===== config.mk =====
export PLATFORM = sky130hd
export DESIGN_NAME = jtag_instruction_decode
export DESIGN_NICKNAME = d
export VERILOG_FILES = /design/src/jtag_pkg.sv /design/src/jtag_instruction_decode.sv /design/src/pin_sync.sv /design/src/tap_fsm.sv
export VERILOG_INCLUDE_DIRS = /design/src
export SDC_FILE = /design/constraint.sdc
export NUM_CORES = 1
export LEC_CHECK = 0
export ABC_CLOCK_PERIOD_IN_PS = 1800
export BUFFER_PORTS_ARGS = -buffer_cell sky130_fd_sc_hd__buf_4
export CAP_MARGIN = 5
export CORE_UTILIZATION = 59
export DETAILED_ROUTE_END_ITERATION = 12
export PLACE_DENSITY_LB_ADDON = 0.3
export SYNTH_ARGS = -nofsm -noshare
export SYNTH_HDL_FRONTEND = slang
export SYNTH_SLANG_ARGS = --single-unit

===== constraint.sdc =====
create_clock -name clk -period 1.8 [get_ports clk]
set_input_delay 0.18 -clock clk [delete_from_list [all_inputs] [get_ports clk]]
set_output_delay 0.18 -clock clk [all_outputs]
set_load 0.1 [all_outputs]

===== src/jtag_defines.svh =====
/*
 * Constants of the boundary-scan instruction decoder: instruction codes,
 * capture patterns, register lengths and identification fields.
 * Assumes it is included by bare name from every design file that needs it.
 */
// How it works
// - Instruction bits shift in from TDI only while the TAP is in Shift-IR.
// - Instruction register is four bits wide, sixteen possible codes.
// - Code 0x02 puts the 32-bit identification register between TDI and TDO.
// - Identification instruction keeps the device in normal functional mode.
// - Power-up, TRST or Test-Logic-Reset make identification the current instruction.
// - Code 0x01 selects the boundary-scan register and keeps normal operation.
// - Sample/preload capture snapshots functional signals into the boundary-scan register.
// - Code 0x03 forces every device output into high impedance.
// - High-impedance instruction routes the bypass bit; shifting keeps outputs released.
// - Code 0x0F selects the one-bit bypass register with normal operation.
// - No external-test instruction; pins are never driven from scan cells.
// - Unselected data registers stay out of the path and undisturbed.
// - Capture-IR loads a fixed pattern ending in binary 01.
// - Update-IR latches the shifted instruction on the falling TCK edge.
// - Selected bypass stage loads zero on the rising edge in Capture-DR.
// - Identification word holds version, part, 11-bit maker field and LSB one.
`ifndef JTAG_DEFINES_SVH
`define JTAG_DEFINES_SVH

// ----------------------------------------------------------------------------
// Instruction register
// ----------------------------------------------------------------------------
`define IR_LEN          4
`define IR_CAPTURE      4'h1
`define INS_SAMPLE      4'h1
`define INS_IDCODE      4'h2
`define INS_HIGHZ       4'h3
`define INS_BYPASS      4'hF
`define INS_RESET       4'h2

// ----------------------------------------------------------------------------
// Data registers
// ----------------------------------------------------------------------------
`define ID_LEN          32
`define ID_VER_LEN      4
`define ID_PART_LEN     16
`define ID_MFR_LEN      11
`define BSR_LEN         16

// ----------------------------------------------------------------------------
// Pin synchroniser
// ----------------------------------------------------------------------------
`define SYNC_W          4
`define SYNC_RST        4'h0
`define PIN_TCK         0
`define PIN_TMS         1
`define PIN_TDI         2
`define PIN_TRSTN       3

`endif


===== src/jtag_pkg.sv =====
/*
 * Types of the boundary-scan instruction decoder: the TAP controller states.
 * Assumes jtag_defines.svh sits in the same folder.
 */
package jtag_pkg;

   // -------------------------------------------------------------------------
   // TAP controller states
   // -------------------------------------------------------------------------
   typedef enum logic [3:0] {
      TLR        = 4'h0,
      RTI        = 4'h1,
      SEL_DR     = 4'h2,
      CAPTURE_DR = 4'h3,
      SHIFT_DR   = 4'h4,
      EXIT1_DR   = 4'h5,
      PAUSE_DR   = 4'h6,
      EXIT2_DR   = 4'h7,
      UPDATE_DR  = 4'h8,
      SEL_IR     = 4'h9,
      CAPTURE_IR = 4'hA,
      SHIFT_IR   = 4'hB,
      EXIT1_IR   = 4'hC,
      PAUSE_IR   = 4'hD,
      EXIT2_IR   = 4'hE,
      UPDATE_IR  = 4'hF
   } tap_state_t;

endpackage : jtag_pkg


===== src/jtag_instruction_decode.sv =====
/*
 * Boundary-scan instruction register, decoder and test data registers.
 * Assumes TCK, TMS, TDI and TRST come from an external test controller
 * asynchronous to clk, and TCK is much slower than clk.
 */
`timescale 1ns/100ps
`include "jtag_defines.svh"

module jtag_instruction_decode #(
   parameter logic [`ID_VER_LEN-1:0]  ID_VERSION = 4'h0,     // Version field
   parameter logic [`ID_PART_LEN-1:0] ID_PART    = 16'h1234, // Arbitrary value
   parameter logic [`ID_MFR_LEN-1:0]  ID_MFR     = 11'h05A   // Arbitrary value
) (
   input  wire logic                 clk,          // Core clock, 250 MHz
   input  wire logic                 rst_n,        // Power-up reset, active low
   input  wire logic                 tck,          // Test clock pin
   input  wire logic                 tms,          // Test mode select pin
   input  wire logic                 tdi,          // Test data in pin
   input  wire logic                 trst_n,       // Test reset pin, active low
   input  wire logic [`BSR_LEN-1:0]  func_sig,     // Functional pin levels to sample
   output logic                      tdo,          // Test data out
   output logic                      tdo_oe,       // TDO drive enable
   output logic                      outputs_hiz,  // Force all device outputs off
   output logic [`IR_LEN-1:0]        instr_cur     // Current instruction
);

   // -------------------------------------------------------------------------
   // Declarations
   // -------------------------------------------------------------------------
   localparam logic [`ID_LEN-1:0] ID_WORD = {ID_VERSION, ID_PART, ID_MFR, 1'b1};

   logic [`SYNC_W-1:0]     pin_lvl;
   logic                   tck_prev_ff;
   jtag_pkg::tap_state_t   tap_state;
   logic [`IR_LEN-1:0]     ir_shift_ff;
   logic [`IR_LEN-1:0]     instr_ff;
   logic [`ID_LEN-1:0]     id_shift_ff;
   logic [`BSR_LEN-1:0]    bsr_ff;
   logic                   bypass_ff;
   logic                   tdo_ff;
   logic                   tdo_oe_ff;
   logic                   hiz_ff;

   // -------------------------------------------------------------------------
   // Pin synchronisation and TCK edges
   // -------------------------------------------------------------------------
   pin_sync u_sync (
      .clk    (clk),
      .rst_n  (rst_n),
      .pin_in ({trst_n, tdi, tms, tck}),
      .lvl_ff (pin_lvl)
   );

   // Previous filtered TCK level for edge detection
   always_ff @(posedge clk or negedge rst_n) begin
      if (!rst_n) begin
         tck_prev_ff <= 1'b0;
      end else begin
         tck_prev_ff <= pin_lvl[`PIN_TCK];
      end
   end

   // Edge pulses and filtered pins
   wire tck_rise  = pin_lvl[`PIN_TCK] & ~tck_prev_ff;
   wire tck_fall  = ~pin_lvl[`PIN_TCK] & tck_prev_ff;
   wire tms_lvl   = pin_lvl[`PIN_TMS];
   wire tdi_lvl   = pin_lvl[`PIN_TDI];
   wire trstn_lvl = pin_lvl[`PIN_TRSTN];

   // -------------------------------------------------------------------------
   // TAP controller
   // -------------------------------------------------------------------------
   tap_fsm u_tap (
      .clk      (clk),
      .rst_n    (rst_n),
      .trst_n   (trstn_lvl),
      .tck_rise (tck_rise),
      .tms      (tms_lvl),
      .state_ff (tap_state)
   );

   // State decodes
   wire in_tlr   = (tap_state == jtag_pkg::TLR);
   wire cap_ir   = tck_rise && (tap_state == jtag_pkg::CAPTURE_IR);
   wire shf_ir   = tck_rise && (tap_state == jtag_pkg::SHIFT_IR);
   wire upd_ir   = tck_fall && (tap_state == jtag_pkg::UPDATE_IR);
   wire cap_dr   = tck_rise && (tap_state == jtag_pkg::CAPTURE_DR);
   wire shf_dr   = tck_rise && (tap_state == jtag_pkg::SHIFT_DR);
   wire in_shift = (tap_state == jtag_pkg::SHIFT_IR) || (tap_state == jtag_pkg::SHIFT_DR);

   // -------------------------------------------------------------------------
   // Instruction decode
   // -------------------------------------------------------------------------
   // Only identification and sample pick a long register; all else is bypass
   wire sel_id     = (instr_ff == `INS_IDCODE);
   wire sel_bsr    = (instr_ff == `INS_SAMPLE);
   wire sel_bypass = !sel_id && !sel_bsr;
   wire ins_hiz    = (instr_ff == `INS_HIGHZ);

   // -------------------------------------------------------------------------
   // Instruction shift stage and latch
   // -------------------------------------------------------------------------
   // Shift stage: fixed pattern at capture, TDI in at the top while shifting
   always_ff @(posedge clk or negedge rst_n) begin
      if (!rst_n) begin
         ir_shift_ff <= `IR_CAPTURE;
      end else if (cap_ir) begin
         ir_shift_ff <= `IR_CAPTURE;
      end else if (shf_ir) begin
         ir_shift_ff <= {tdi_lvl, ir_shift_ff[`IR_LEN-1:1]};
      end
   end

   // Latch: reset states return to identification, update on falling TCK
   always_ff @(posedge clk or negedge rst_n) begin
      if (!rst_n) begin
         instr_ff <= `INS_RESET;
      end else if (in_tlr) begin
         instr_ff <= `INS_RESET;
      end else if (upd_ir) begin
         instr_ff <= ir_shift_ff;
      end
   end

   // -------------------------------------------------------------------------
   // Test data registers
   // -------------------------------------------------------------------------
   // Identification register; read-only word, only moves when selected
   always_ff @(posedge clk or negedge rst_n) begin
      if (!rst_n) begin
         id_shift_ff <= '0;
      end else if (cap_dr && sel_id) begin
         id_shift_ff <= ID_WORD;
      end else if (shf_dr && sel_id) begin
         id_shift_ff <= {tdi_lvl, id_shift_ff[`ID_LEN-1:1]};
      end
   end

   // Boundary-scan register; snapshot of functional signals, never drives pins
   always_ff @(posedge clk or negedge rst_n) begin
      if (!rst_n) begin
         bsr_ff <= '0;
      end else if (cap_dr && sel_bsr) begin
         bsr_ff <= func_sig;
      end else if (shf_dr && sel_bsr) begin
         bsr_ff <= {tdi_lvl, bsr_ff[`BSR_LEN-1:1]};
      end
   end

   // Bypass stage; zero at capture, one bit of delay while shifting
   always_ff @(posedge clk or negedge rst_n) begin
      if (!rst_n) begin
         bypass_ff <= 1'b0;
      end else if (cap_dr && sel_bypass) begin
         bypass_ff <= 1'b0;
      end else if (shf_dr && sel_bypass) begin
         bypass_ff <= tdi_lvl;
      end
   end

   // -------------------------------------------------------------------------
   // TDO path, updated on falling TCK
   // -------------------------------------------------------------------------
   wire dr_bit  = sel_id  ? id_shift_ff[0] :
                  sel_bsr ? bsr_ff[0]      : bypass_ff;
   wire nxt_tdo = (tap_state == jtag_pkg::SHIFT_IR) ? ir_shift_ff[0] : dr_bit;

   // TDO driven only in the shift states
   always_ff @(posedge clk or negedge rst_n) begin
      if (!rst_n) begin
         tdo_ff    <= 1'b0;
         tdo_oe_ff <= 1'b0;
      end else if (tck_fall) begin
         tdo_ff    <= nxt_tdo;
         tdo_oe_ff <= in_shift;
      end
   end

   // -------------------------------------------------------------------------
   // Output release control
   // -------------------------------------------------------------------------
   // Only the high-impedance code releases outputs; shifting leaves it alone
   always_ff @(posedge clk or negedge rst_n) begin
      if (!rst_n) begin
         hiz_ff <= 1'b0;
      end else begin
         hiz_ff <= ins_hiz;
      end
   end

   // Output drive
   assign tdo         = tdo_ff;
   assign tdo_oe      = tdo_oe_ff;
   assign outputs_hiz = hiz_ff;
   assign instr_cur   = instr_ff;
endmodule : jtag_instruction_decode


===== src/pin_sync.sv =====
/*
 * Three-stage synchroniser for the test port pins.
 * Assumes pins are asynchronous to clk; an output follows once stages two
 * and three agree, so a one-sample glitch is never seen.
 */
`timescale 1ns/100ps
`include "jtag_defines.svh"

module pin_sync (
   input  wire logic                clk,      // Core clock
   input  wire logic                rst_n,    // Async reset, active low
   input  wire logic [`SYNC_W-1:0]  pin_in,   // Raw pins
   output logic      [`SYNC_W-1:0]  lvl_ff    // Filtered levels
);

   logic [`SYNC_W-1:0] s1_ff;
   logic [`SYNC_W-1:0] s2_ff;
   logic [`SYNC_W-1:0] s3_ff;

   // -------------------------------------------------------------------------
   // One synchroniser per pin
   // -------------------------------------------------------------------------
   genvar gi;
   generate
      for (gi = 0; gi < `SYNC_W; gi = gi + 1) begin : g_pin
         // Stage chain; stage one is read only by stage two
         always_ff @(posedge clk or negedge rst_n) begin
            if (!rst_n) begin
               s1_ff[gi]  <= 1'b0;
               s2_ff[gi]  <= 1'b0;
               s3_ff[gi]  <= 1'b0;
               lvl_ff[gi] <= 1'b0;
            end else begin
               s1_ff[gi] <= pin_in[gi];
               s2_ff[gi] <= s1_ff[gi];
               s3_ff[gi] <= s2_ff[gi];
               if (s2_ff[gi] == s3_ff[gi]) begin
                  lvl_ff[gi] <= s3_ff[gi];
               end
            end
         end
      end
   endgenerate

endmodule : pin_sync


===== src/tap_fsm.sv =====
/*
 * TAP controller state machine, stepped once per rising TCK edge.
 * Assumes tck_rise is a one-cycle pulse and tms is already synchronised.
 */
`timescale 1ns/100ps
`include "jtag_defines.svh"

module tap_fsm (
   input  wire logic               clk,       // Core clock
   input  wire logic               rst_n,     // Async reset, active low
   input  wire logic               trst_n,    // Synchronised test reset, active low
   input  wire logic               tck_rise,  // Rising TCK pulse
   input  wire logic               tms,       // Synchronised mode select
   output jtag_pkg::tap_state_t    state_ff   // Current state
);

   jtag_pkg::tap_state_t nxt_state;

   // -------------------------------------------------------------------------
   // Next state from TMS
   // -------------------------------------------------------------------------
   always_comb begin
      case (state_ff)
         jtag_pkg::TLR:        nxt_state = tms ? jtag_pkg::TLR       : jtag_pkg::RTI;
         jtag_pkg::RTI:        nxt_state = tms ? jtag_pkg::SEL_DR    : jtag_pkg::RTI;
         jtag_pkg::SEL_DR:     nxt_state = tms ? jtag_pkg::SEL_IR    : jtag_pkg::CAPTURE_DR;
         jtag_pkg::CAPTURE_DR: nxt_state = tms ? jtag_pkg::EXIT1_DR  : jtag_pkg::SHIFT_DR;
         jtag_pkg::SHIFT_DR:   nxt_state = tms ? jtag_pkg::EXIT1_DR  : jtag_pkg::SHIFT_DR;
         jtag_pkg::EXIT1_DR:   nxt_state = tms ? jtag_pkg::UPDATE_DR : jtag_pkg::PAUSE_DR;
         jtag_pkg::PAUSE_DR:   nxt_state = tms ? jtag_pkg::EXIT2_DR  : jtag_pkg::PAUSE_DR;
         jtag_pkg::EXIT2_DR:   nxt_state = tms ? jtag_pkg::UPDATE_DR : jtag_pkg::SHIFT_DR;
         jtag_pkg::UPDATE_DR:  nxt_state = tms ? jtag_pkg::SEL_DR    : jtag_pkg::RTI;
         jtag_pkg::SEL_IR:     nxt_state = tms ? jtag_pkg::TLR       : jtag_pkg::CAPTURE_IR;
         jtag_pkg::CAPTURE_IR: nxt_state = tms ? jtag_pkg::EXIT1_IR  : jtag_pkg::SHIFT_IR;
         jtag_pkg::SHIFT_IR:   nxt_state = tms ? jtag_pkg::EXIT1_IR  : jtag_pkg::SHIFT_IR;
         jtag_pkg::EXIT1_IR:   nxt_state = tms ? jtag_pkg::UPDATE_IR : jtag_pkg::PAUSE_IR;
         jtag_pkg::PAUSE_IR:   nxt_state = tms ? jtag_pkg::EXIT2_IR  : jtag_pkg::PAUSE_IR;
         jtag_pkg::EXIT2_IR:   nxt_state = tms ? jtag_pkg::UPDATE_IR : jtag_pkg::SHIFT_IR;
         jtag_pkg::UPDATE_IR:  nxt_state = tms ? jtag_pkg::SEL_DR    : jtag_pkg::RTI;
         default:              nxt_state = jtag_pkg::TLR;
      endcase
   end

   // State register; test reset forces Test-Logic-Reset
   always_ff @(posedge clk or negedge rst_n) begin
      if (!rst_n) begin
         state_ff <= jtag_pkg::TLR;
      end else if (!trst_n) begin
         state_ff <= jtag_pkg::TLR;
      end else if (tck_rise) begin
         state_ff <= nxt_state;
      end
   end

endmodule : tap_fsm


==> results of run 1 <==
-- per-stage QoR --
step                      hold slack (ns)  setup slack (ns)  utilization  setup TNS, ns  power (mW)
after floorplan                    -0.116         -0.000273            -      -0.000273        2.00
after global placement             0.0737             0.230        0.683              0        2.10
after detailed placement           0.0781             0.171        0.683              0        2.11
after CTS                           0.102             0.153        0.734              0        3.64
after global routing                0.124            0.0837        0.734              0        3.73
final                               0.115             0.167        0.734              0        3.61
-- metal layers --
| layer | GRT usage | share of wire | wire [um] |
|---|---|---|---|
| met1 | 0.330 | 0.50 | 3170 |
| met2 | 0.359 | 0.46 | 2960 |
| met3 | 0.0514 | 0.032 | 207 |
| met4 | 0.0764 | 0.0067 | 43 |
| met5 | 0 | 0 | 0 |
-- what timing repair did --
| item | CTS | global route |
|---|---|---|
| hold endpoints to repair | 22 | 0 |
| hold buffers | 5 | 0 |
| endpoints found under the setup margin | 0 | 0 |
| resized for setup | 0 | 0 |
-- layout make-up --
class                      instances  area, um2
clock buffer                      12        165
tap                               72       90.1
sequential                        81       2040
fill                             380       1500
multi-input combinational        240       1380
clock inverter                     4       73.8
inverter                           3       11.3
timing repair buffer              43        385
-- synth_stat cells, types with 2 or more instances --
cell,number
a21oi_1,5
dfstp_2,2
nand3_1,8
o211ai_1,4
nor2_1,18
nor3b_2,2
buf_4,3
clkbuf_2,3
maj3_1,4
o21ai_0,16
nand2_1,82
buf_2,12
a211o_1,2
and3_1,2
o31ai_1,2
clkbuf_1,4
inv_1,3
dfrtp_1,79
nor3_1,2
buf_6,2
o21ai_1,39
nand2b_1,2
mux2i_1,19
nor2b_1,7
-- flip-flops by register name, summed over array words and instances (netlist names), 4 cells and up --
| name | cells |
|---|---|
| u_sync.s1_ff | 4 |
| u_sync.lvl_ff | 4 |
| ir_shift_ff | 4 |
| u_tap.state_ff | 4 |
| bsr_ff | 16 |
| u_sync.s2_ff | 4 |
| u_sync.s3_ff | 4 |
| id_shift_ff | 32 |
| instr_cur | 4 |
-- power groups by stage --
stage	logic (mW)	clock network (mW)	registers [mW]
final	0.197	1.53	1.88
after global routing	0.220	1.62	1.89
after global placement	0.185	0	1.92
after detailed placement	0.189	0	1.92
after CTS	0.199	1.56	1.88
after floorplan	0.0924	0	1.90
-- worst max path at each step --
| stage | startpoint | endpoint | slack [ns] | depth (start not counted) |
|---|---|---|---|---|
| global placement | instr_cur[1]$_DFFE_PN1P_ | id_shift_ff[0]$_DFFE_PN0P_ | 0.23 | 5 |
| floorplan | instr_cur[1]$_DFFE_PN1P_ | id_shift_ff[27]$_DFFE_PN0P_ | -0.0003 | 6 |
| global route | instr_cur[1]$_DFFE_PN1P_ | id_shift_ff[0]$_DFFE_PN0P_ | 0.08 | 5 |
| detailed placement | instr_cur[1]$_DFFE_PN1P_ | id_shift_ff[31]$_DFFE_PN0P_ | 0.17 | 5 |
| CTS | instr_cur[1]$_DFFE_PN1P_ | id_shift_ff[0]$_DFFE_PN0P_ | 0.15 | 5 |
| finish | instr_cur[1]$_DFFE_PN1P_ | id_shift_ff[0]$_DFFE_PN0P_ | 0.17 | 5 |
-- cell families (layout without fill, tap and decap cells) --
| logic type | count (synthesis) | in the layout | share of synthesized area |
|---|---|---|---|
| xor+xnor | 2 | 2 | 0.00495 |
| compound gates | 82 | 82 | 0.138 |
| flops | 81 | 81 | 0.574 |
| simple gates | 133 | 133 | 0.178 |
| buf+inv | 27 | 62 | 0.0414 |
| mux | 19 | 19 | 0.0537 |
| fa+ha+maj | 4 | 4 | 0.0113 |
-- critical path: stages (launching register included) --
cell and delay (ns):
dfstp_4 0.67, nor4b_2 0.31, o211ai_4 0.13, buf_12 0.21, nand2_1 0.09, o21ai_0 0.09
==> metrics.md, run 1 <==
| Metric | Value |
|---|---|
| Status | `completed` |
| Initial Util | `0.627` |
| Gr ovfl total | `0` |
| Synth area leader | `dfrtp_1` |
| N_diodes | `0` |
| Initial DRC count | `166` |
| Via density | `5.54` |
| RR Endpoint | `id_shift_ff[0]$_DFFE_PN0P_` |
| Boundary Pins | `29` |
| Slew HR | `0.687` |
| Total GRT Usage | `0.233` |
| FF+latch count, synth | `81` |
| PortBufs | `28` |
| RSZ-0062 raised after global routing | `no` |
| Largest net degree at the start of global routing | `65` |
| Worst reg2reg setup slack | `0.17 ns` |
| Ys async rst share | `1.00` |
| Power density over cell area | `just under 900 nW/um2` |
| Post-synth EDFFs | `0` |
| Endpoint class of the critical path | `flop` |
| Vias in the first global route | `2434` |
| H-tree Lvls | `3` |
| Worst Hold End | `bsr_ff[14]$_DFFE_PN0P_` |
| Sw frac | `0.215` |
| Main flop type after synthesis | `dfrtp_1` |
| Clock group share of total power | `0.423` |
| Max-slew violations | `0` |
| Sequential area share after synthesis | `0.574` |
| Dpl cell area | `3850 um2` |
| Initial antenna violation count | `0` |
| Critical path type | `reg -> reg` |
| Drt drc | `0` |
| Peak supply drop | `0.563 mV` |
| Placed cells | `434` |
| Gate power share | `0.055` |
| Worst-margin pin slew | `0.469 ns` |
| Clk root buf | `clkbuf_8` |
| Reg power frac | `0.522` |
| Worst r2r src | `instr_cur[1]$_DFFE_PN1P_` |
| Cells after Synth | `around 350` |
| Final Hold Fails | `0` |
| Synth top area cells | `dfrtp_1, nand2_1, o21ai_1, mux2i_1, o21ai_0` |
| Final Skew | `about 0.008 ns` |
| Cell Rows | `27` |
| Yosys warns | `0` |
| Sw Pwr | `0.774 mW` |
| Syn avg cell area | `10.2 um2` |
| Post-synth net total | `370` |
| Vias | `~2500` |
| Startpoint types | `flop` |
| Final GP Congestion | `approximately 0.8` |
| Max Clk Rate | `612 MHz` |
| Number of max-cap violations | `0` |
| Die height | `79.4 um` |
| Nets | `400` |
| Clock Latency Late Sink | `0.34 ns` |
| Cells on worst reg2reg path | `5` |
| Max Root-Sink Buffers | `2` |
| Core area | `5640 um2` |
| Final min period | `1.63 ns` |
| Internal cell power | `2.83 mW` |
| Final Cycle Share | `0.907` |
| CTS buffer count | `9` |
| CTS tree | `yes` |
| Hold path depth | `3` |
| HPWL Detailed | `between 4000 and 5000 um` |
| Pre-antenna DRT Iters | `5` |
| Non-Filler Instances | `between 400 and 500` |
| Clock sinks | `81` |
| Commonest cells after routing, fill and taps aside | `nand2_1, dfrtp_1, o21ai_1, buf_4, mux2i_1` |
| HP Class | `in -> reg` |
| Final setup viols | `0` |
| Postcts setup bufs | `0` |
| Routed len/inst | `14.0 um` |
| Synth top area share | `0.559` |
| Worst EP arrival | `1.84 ns` |
| Leakage | `1.81 nW` |
| Final WL | `between 6000 and 7000 um` |
| Die W | `79.4 um` |
| Area Overhead vs Synth | `17.0%` |
| Mapped cell area | `3540 um2` |
| Fin area | `4140 um2` |
| Clk slew on worst S/H paths | `approximately 0.08 ns` |
| Hold_sp | `func_sig[14]` |
| Global-route wire length before repair | `11100 um` |
| Peak fanout along the critical path | `64` |
| Die ar. | `6310 um2` |
| WP data required | `roughly 2 ns` |
| Share of layout cells above drive strength 1 | `0.180` |
| Most common cell after layout, fill and taps aside | `nand2_1` |
| Post-route ant nets | `0` |
| Post-synthesis cell type count | `50` |
Note: power is estimated with default switching activity, not from simulation.
==> run 2, diff against run 1 <==
--- a/config.mk
+++ b/config.mk
@@ -6,12 +6,16 @@
 export SDC_FILE = /design/constraint.sdc
 export NUM_CORES = 1
 export LEC_CHECK = 0
+export ABC_AREA = 1
 export ABC_CLOCK_PERIOD_IN_PS = 1800
 export BUFFER_PORTS_ARGS = -buffer_cell sky130_fd_sc_hd__buf_4
 export CAP_MARGIN = 5
-export CORE_UTILIZATION = 59
+export CELL_PAD_IN_SITES_DETAIL_PLACEMENT = 1
+export CELL_PAD_IN_SITES_GLOBAL_PLACEMENT = 1
+export CORE_UTILIZATION = 45
 export DETAILED_ROUTE_END_ITERATION = 12
 export PLACE_DENSITY_LB_ADDON = 0.3
+export RECOVER_POWER = 50
 export SYNTH_ARGS = -nofsm -noshare
 export SYNTH_HDL_FRONTEND = slang
 export SYNTH_SLANG_ARGS = --single-unit
==> metrics.md, run 2 <==
| Metric | Value |
|---|---|
| Status | `completed` |
| Cell Rows | `32 (+19%)` |
| PortBufs | `28 (unchanged)` |
| Final WL | `8050 um (+26%)` |
| Clk root buf | `clkbuf_8` |
| Reg with most FFs | `id_shift_ff` |
| Via density | `4.94 (-11%)` |
| Clk slew on worst S/H paths | `0.09 ns (about the same)` |
| Commonest cells after routing, fill and taps aside | `nand2_1, dfrtp_1, inv_1, buf_4, o21ai_0` |
| Worst r2r src | `instr_cur[1]$_DFFE_PN1P_` |
| Die ar. | `8410 um2 (+33%)` |
| Cells on worst reg2reg path | `9 (+4)` |
| Dpl cell area | `4000 um2 (+3.9%)` |
| Syn avg cell area | `8.36 um2 (-18%)` |
| Post-synth net total | `455 (+23%)` |
| Startpoint types | `flop` |
| Max-slew violations | `0 (unchanged)` |
| Routed len/inst | `13.8 um (-1.6%)` |
| Peak supply drop | `0.460 mV (-18%)` |
| Leakage | `2.07 nW (+14%)` |
| Boundary Pins | `29 (unchanged)` |
| CP Launch Point | `instr_cur[1]$_DFFE_PN1P_` |
| Mux cell area share after synthesis | `0 (-0.0537)` |
| Number of max-cap violations | `0 (unchanged)` |
| Peak fanout along the critical path | `14 (-78%)` |
| Final GP Congestion | `0.834 (+4.3%)` |
| HPWL Detailed | `5520 um (+34%)` |
| Area Overhead vs Synth | `18.7%` |
| Gr ovfl total | `0 (unchanged)` |
| Main flop type after synthesis | `dfrtp_1` |
| Setup TNS | `0 ns (unchanged)` |
| Max Root-Sink Buffers | `2 (unchanged)` |
| Worst reg2reg setup slack | `0.19 ns (+0.03 ns)` |
| Nets | `499 (+25%)` |
| Fillers | `958 (+150%)` |
| Complex-gate fraction of the synthesized area | `0.101 (-0.0366)` |
| Final setup viols | `0 (unchanged)` |
| Cells after Synth | `433 (+24%)` |
| H-tree Lvls | `3 (unchanged)` |
| Synth area leader | `dfrtp_1` |
| Synth top area share | `0.546 (-0.0126)` |
| Ys async rst share | `1.00 (unchanged)` |
| Critical path type | `reg -> reg` |
| Crit path capture | `bsr_ff[15]$_DFFE_PN0P_` |
| Synth top area cells | `dfrtp_1, nand2_1, o21ai_0, inv_1, o21ai_1` |
| Die W | `91.7 um (+15%)` |
| Core area | `7770 um2 (+38%)` |
| Largest net degree at the start of global routing | `45 (-31%)` |
| Power density over cell area | `867 nW/um2 (-0.39%)` |
| Endpoint class of the critical path | `flop` |
| Sequential area share after synthesis | `0.561 (-0.0129)` |
| Mapped cell area | `3620 um2 (+2.3%)` |
| Initial Util | `0.466 (-0.161)` |
| RR Endpoint | `bsr_ff[15]$_DFFE_PN0P_` |
| Pre-antenna DRT Iters | `4 (-1)` |
| Top-count cell post-synth | `nand2_1` |
| Share of layout cells above drive strength 1 | `0.164 (-0.0163)` |
| CTS tree | `yes` |
| Post-synthesis cell type count | `29 (-42%)` |
| Min Hold Slack | `0.103 ns (-0.0118 ns)` |
| Max reg flops | `32 (unchanged)` |
| Drt drc | `0 (unchanged)` |
| Fin area | `4300 um2 (+3.7%)` |
| CTS buffer count | `9 (unchanged)` |
| Register Area | `2040 um2 (unchanged)` |
| Multi-input logic area | `1360 um2 (-1.5%)` |
| Clock sinks | `81 (unchanged)` |
| FF+latch count, synth | `81 (unchanged)` |
| Vias | `2883 (+14%)` |
| WP data required | `2.09 ns (+0.08 ns)` |
| Synth cell count leaders | `nand2_1, dfrtp_1, inv_1` |
| Largest regs | `id_shift_ff (32), bsr_ff (16)` |
| Worst-margin pin slew | `0.970 ns (+0.502 ns)` |
| Total GRT Usage | `0.215 (-0.0184)` |
| Post-synth EDFFs | `0 (unchanged)` |
| Main combinational cell family by area after synthesis | `simple AND/OR/NAND/NOR gates` |
| HP Class | `in -> reg` |
| Post-route ant nets | `0 (unchanged)` |
| Post-Synth Adder-Cell Area | `0.0111 (-0.000254)` |
| Global-route wire length before repair | `14100 um (+26%)` |
| Most common cell after layout, fill and taps aside | `nand2_1` |
| Final Skew | `0.0151 ns (+0.00734 ns)` |
| Slew HR | `0.353 (-0.334)` |
| Yosys warns | `0 (unchanged)` |
| RSZ-0062 raised after global routing | `yes` |
| Clock Latency Late Sink | `0.35 ns (about the same)` |
| XOR/XNOR Fraction of Synth Area | `0 (-0.00495)` |
| Worst EP arrival | `1.90 ns (+0.06 ns)` |
| Vias in the first global route | `2986 (+23%)` |
| Final min period | `1.61 ns (-0.0267 ns)` |
| Initial antenna violation count | `0 (unchanged)` |
| Max Clk Rate | `623 MHz (+1.7%)` |
| Simple-Gate Fraction of Synth Area | `0.260 (+0.0824)` |
| Initial DRC count | `83 (-50%)` |
| Total power | `3.73 mW (+3.3%)` |
| Postcts setup bufs | `0 (unchanged)` |
| N_diodes | `0 (unchanged)` |
| Final Cycle Share | `0.892 (-0.0148)` |
| Final Hold Fails | `0 (unchanged)` |
| Die height | `91.7 um (+15%)` |
run 2: cell count changes in the layout (fill, tap and decap cells not counted), moves of 7 or more:
| cell | delta |
|---|---|
| inv_1 | +36 |
| mux2i_1 | -19 |
| nand2_1 | +95 |
| nand3_1 | +8 |
| nor2b_1 | -7 |
| o21ai_0 | +14 |
| o21ai_1 | -11 |
run 2: timing repair:
item / CTS / global route
hold buffers: 5 / 0
endpoints found under the hold margin: 24 / 0
gates resized for setup: 0 / 2
setup endpoints to repair: 0 / 10
run 2: stage by stage:
step	cells	utilization	worst slack, ns
final	584	0.553	0.194
after global routing	584	0.553	-0.00524
after CTS	584	0.554	0.0174
after detailed placement	563	0.515	0.104
after global placement	563	0.515	0.132
after floorplan	433	-	0.0859
run 2: worst max-delay path: stages, from the launching register on:
cell and delay (ns):
dfstp_4 0.63, inv_1 0.07, nand3_2 0.16, inv_1 0.09
nand2_2 0.11, buf_4 0.21, nand2_1 0.08, nand2_1 0.08
nand2_1 0.05, nand2_1 0.06
run 2: cells by family after synthesis:
group	Yosys count
AND/OR/NAND/NOR	225
flip-flops	81
AO/OA/AOI/OAI	68
buffers and inverters	55
adder cells (fa/ha/maj)	4
run 2: how the worst min path moves through the flow:
stage,from,end,slack [ns],cells after the start
finish,func_sig[8],bsr_ff[8]$_DFFE_PN0P_,0.10,5
global route,func_sig[8],bsr_ff[8]$_DFFE_PN0P_,0.11,5
CTS,func_sig[8],bsr_ff[8]$_DFFE_PN0P_,0.09,5
detailed placement,rst_n,ir_shift_ff[2]$_DFFE_PN0P_,0.11,1
global placement,rst_n,ir_shift_ff[2]$_DFFE_PN0P_,0.11,1
floorplan,rst_n,bsr_ff[0]$_DFFE_PN0P_,-0.12,0
run 2: layout make-up:
cell class	count	share of cell area
clock buffer	10	0.0320
clock inverter	6	0.0268
inverter	42	0.0370
multi-input combinational	297	0.316
sequential	81	0.474
tap	102	0.0297
timing repair buffer	46	0.0842
run 2: power by group:
part	internal (mW)	total [mW]	leakage (nW)	switching, mW
Clock	0.964	1.64	0.123	0.672
Sequential	1.85	1.88	0.995	0.0271
Combinational	0.0707	0.213	0.950	0.142
run 2: metal layers:
layer | wire [um] | vias to the layer above | global-route usage
li1 | - | 1447 | -
met1 | 3850 | 1386 | 0.293
met2 | 3860 | 36 | 0.338
met3 | 189 | 14 | 0.0307
met4 | 155 | 0 | 0.106
met5 | 0 | - | 0
==> run 3, diff against run 2 <==
--- a/config.mk
+++ b/config.mk
@@ -16,6 +16,7 @@
 export DETAILED_ROUTE_END_ITERATION = 12
 export PLACE_DENSITY_LB_ADDON = 0.3
 export RECOVER_POWER = 50
+export REMOVE_ABC_BUFFERS = 1
 export SYNTH_ARGS = -nofsm -noshare
 export SYNTH_HDL_FRONTEND = slang
 export SYNTH_SLANG_ARGS = --single-unit
==> metrics.md, run 3 (synthesized netlist as in run 2, its figures left out) <==
| Metric | Value |
|---|---|
| Via density | `5.07 (+2.7%)` |
| Share of layout cells above drive strength 1 | `0.166 (+0.00207)` |
| Final GP Congestion | `0.826 (-1.0%)` |
| Final Cycle Share | `0.912 (+0.0200)` |
| RSZ-0062 raised after global routing | `no` |
| Clock Latency Late Sink | `0.37 ns (+0.02 ns)` |
| Die W | `91.7 um (unchanged)` |
| CTS tree | `yes` |
| Endpoint class of the critical path | `flop` |
| Max Root-Sink Buffers | `2 (unchanged)` |
| Cell Rows | `32 (unchanged)` |
| CP Launch Point | `u_tap.state_ff[2]$_DFFE_PN0P_` |
| Clock sinks | `81 (unchanged)` |
| Vias in the first global route | `3161 (+5.9%)` |
| PortBufs | `28 (unchanged)` |
| Final Skew | `0.0100 ns (-0.00510 ns)` |
| Global-route wire length before repair | `15100 um (+7.5%)` |
| Worst reg2reg setup slack | `0.16 ns (-0.04 ns)` |
| Peak supply drop | `0.362 mV (-21%)` |
| Initial Util | `0.466 (unchanged)` |
| Worst-margin pin slew | `1.03 ns (+0.0602 ns)` |
| RR Endpoint | `bsr_ff[14]$_DFFE_PN0P_` |
| Die ar. | `8410 um2 (unchanged)` |
| N_diodes | `0 (unchanged)` |
| Area Overhead vs Synth | `17.8%` |
| Total GRT Usage | `0.233 (+0.0181)` |
| Core area | `7770 um2 (unchanged)` |
| Cells on worst reg2reg path | `7 (-2)` |
| Nets | `499 (unchanged)` |
| H-tree Lvls | `3 (unchanged)` |
| Startpoint types | `flop` |
| Die height | `91.7 um (unchanged)` |
| Crit path capture | `bsr_ff[14]$_DFFE_PN0P_` |
| Reg with most FFs | `id_shift_ff` |
| Max reg flops | `32 (unchanged)` |
| Max Clk Rate | `609 MHz (-2.2%)` |
| Final Hold Fails | `0 (unchanged)` |
| Number of max-cap violations | `0 (unchanged)` |
| Commonest cells after routing, fill and taps aside | `nand2_1, dfrtp_1, inv_1, buf_4, o21ai_0` |
| Post-route ant nets | `0 (unchanged)` |
| Fin area | `4270 um2 (-0.70%)` |
| Largest regs | `id_shift_ff (32), bsr_ff (16)` |
| Min Hold Slack | `0.0914 ns (-0.0119 ns)` |
| HPWL Detailed | `5840 um (+5.7%)` |
| Critical path type | `reg -> reg` |
| Power density over cell area | `791 nW/um2 (-8.8%)` |
| Final min period | `1.64 ns (+0.0361 ns)` |
| Gr ovfl total | `0 (unchanged)` |
| Boundary Pins | `29 (unchanged)` |
| Routed len/inst | `15.0 um (+8.6%)` |
| Clk slew on worst S/H paths | `0.09 ns (about the same)` |
| Largest net degree at the start of global routing | `45 (unchanged)` |
| Drt drc | `0 (unchanged)` |
| Peak fanout along the critical path | `16 (+2)` |
| WP data required | `2.11 ns (+0.02 ns)` |
| Initial DRC count | `113 (+36%)` |
| CTS buffer count | `9 (unchanged)` |
| Dpl cell area | `3980 um2 (-0.56%)` |
| Worst r2r src | `u_tap.state_ff[2]$_DFFE_PN0P_` |
| Clk root buf | `clkbuf_8` |
| HP Class | `in -> reg` |
| Leakage | `2.06 nW (-0.41%)` |
| Slew HR | `0.313 (-0.0401)` |
| Status | `completed` |
| Final WL | `8740 um (+8.6%)` |
| Final setup viols | `0 (unchanged)` |
| Pre-antenna DRT Iters | `4 (unchanged)` |
| Initial antenna violation count | `0 (unchanged)` |
| Max-slew violations | `0 (unchanged)` |
| Worst EP arrival | `1.96 ns (+0.06 ns)` |
| Most common cell after layout, fill and taps aside | `nand2_1` |
| Vias | `2960 (+2.7%)` |
| Setup TNS | `0 ns (unchanged)` |
[run 3: power by group]
part	leakage [nW]	switching, mW	internal (mW)
logic	0.973	0.137	0.0713
registers	0.997	0.0294	1.85
clock network	0.0895	0.733	0.553
total	2.06	0.899	2.47
[run 3: worst min path at each step]
| stage | start | endpoint | slack, ns | cells after the start |
|---|---|---|---|---|
| 2_1_floorplan | rst_n | bsr_ff[0]$_DFFE_PN0P_ | -0.12 | 0 |
| 3_3_place_gp | rst_n | u_tap.state_ff[0]$_DFFE_PN0P_ | 0.19 | 1 |
| 3_5_place_dp | rst_n | u_tap.state_ff[0]$_DFFE_PN0P_ | 0.19 | 1 |
| 4_1_cts | func_sig[7] | bsr_ff[7]$_DFFE_PN0P_ | 0.09 | 5 |
| 5_1_grt | func_sig[13] | bsr_ff[13]$_DFFE_PN0P_ | 0.11 | 5 |
| 6_report | func_sig[7] | bsr_ff[7]$_DFFE_PN0P_ | 0.09 | 5 |
[run 3: worst max-delay path, stage by stage (launching register included)]
cell and delay [ns]:
dfrtp_1 0.47, nor2_4 0.20, nand2_1 0.11, nor2_1 0.23
nand2_4 0.20, o21ai_4 0.19, nand2_1 0.12, nand2_1 0.07
[run 3: stage by stage]
stage	util	instances	total power [mW]	setup WS, ns
floorplan	-	420	2.00	-0.213
detailed placement	0.512	561	2.12	-0.0157
CTS	0.546	583	3.40	0.0593
finish	0.549	584	3.37	0.158
global placement	0.512	561	2.11	0.0742
global route	0.549	584	3.49	0.000756
[run 3: cell type report]
class                      instances  area [um2]
clock inverter                     6        50.0
inverter                          42         159
clock buffer                      10         138
sequential                        81        2030
multi-input combinational        298        1390
fill                             957        3500
timing repair buffer              45         370
tap                              102         128
[run 3: metal layers]
metal,share of wire,up-vias,global-route usage
met5,0,-,0
met4,0.013,0,0.0886
met3,0.029,11,0.0381
met2,0.49,37,0.394
met1,0.47,1463,0.300
li1,-,1449,-
[run 3: repair_timing]
action | 4_1_cts | 5_1_grt
cloned | 1 | 0
resized for setup | 2 | 6
setup buffers | 0 | 1
hold buffers | 5 | 0
setup endpoints to repair | 16 | 46
endpoints found under the hold margin | 37 | 0
pin swaps | 0 | 2
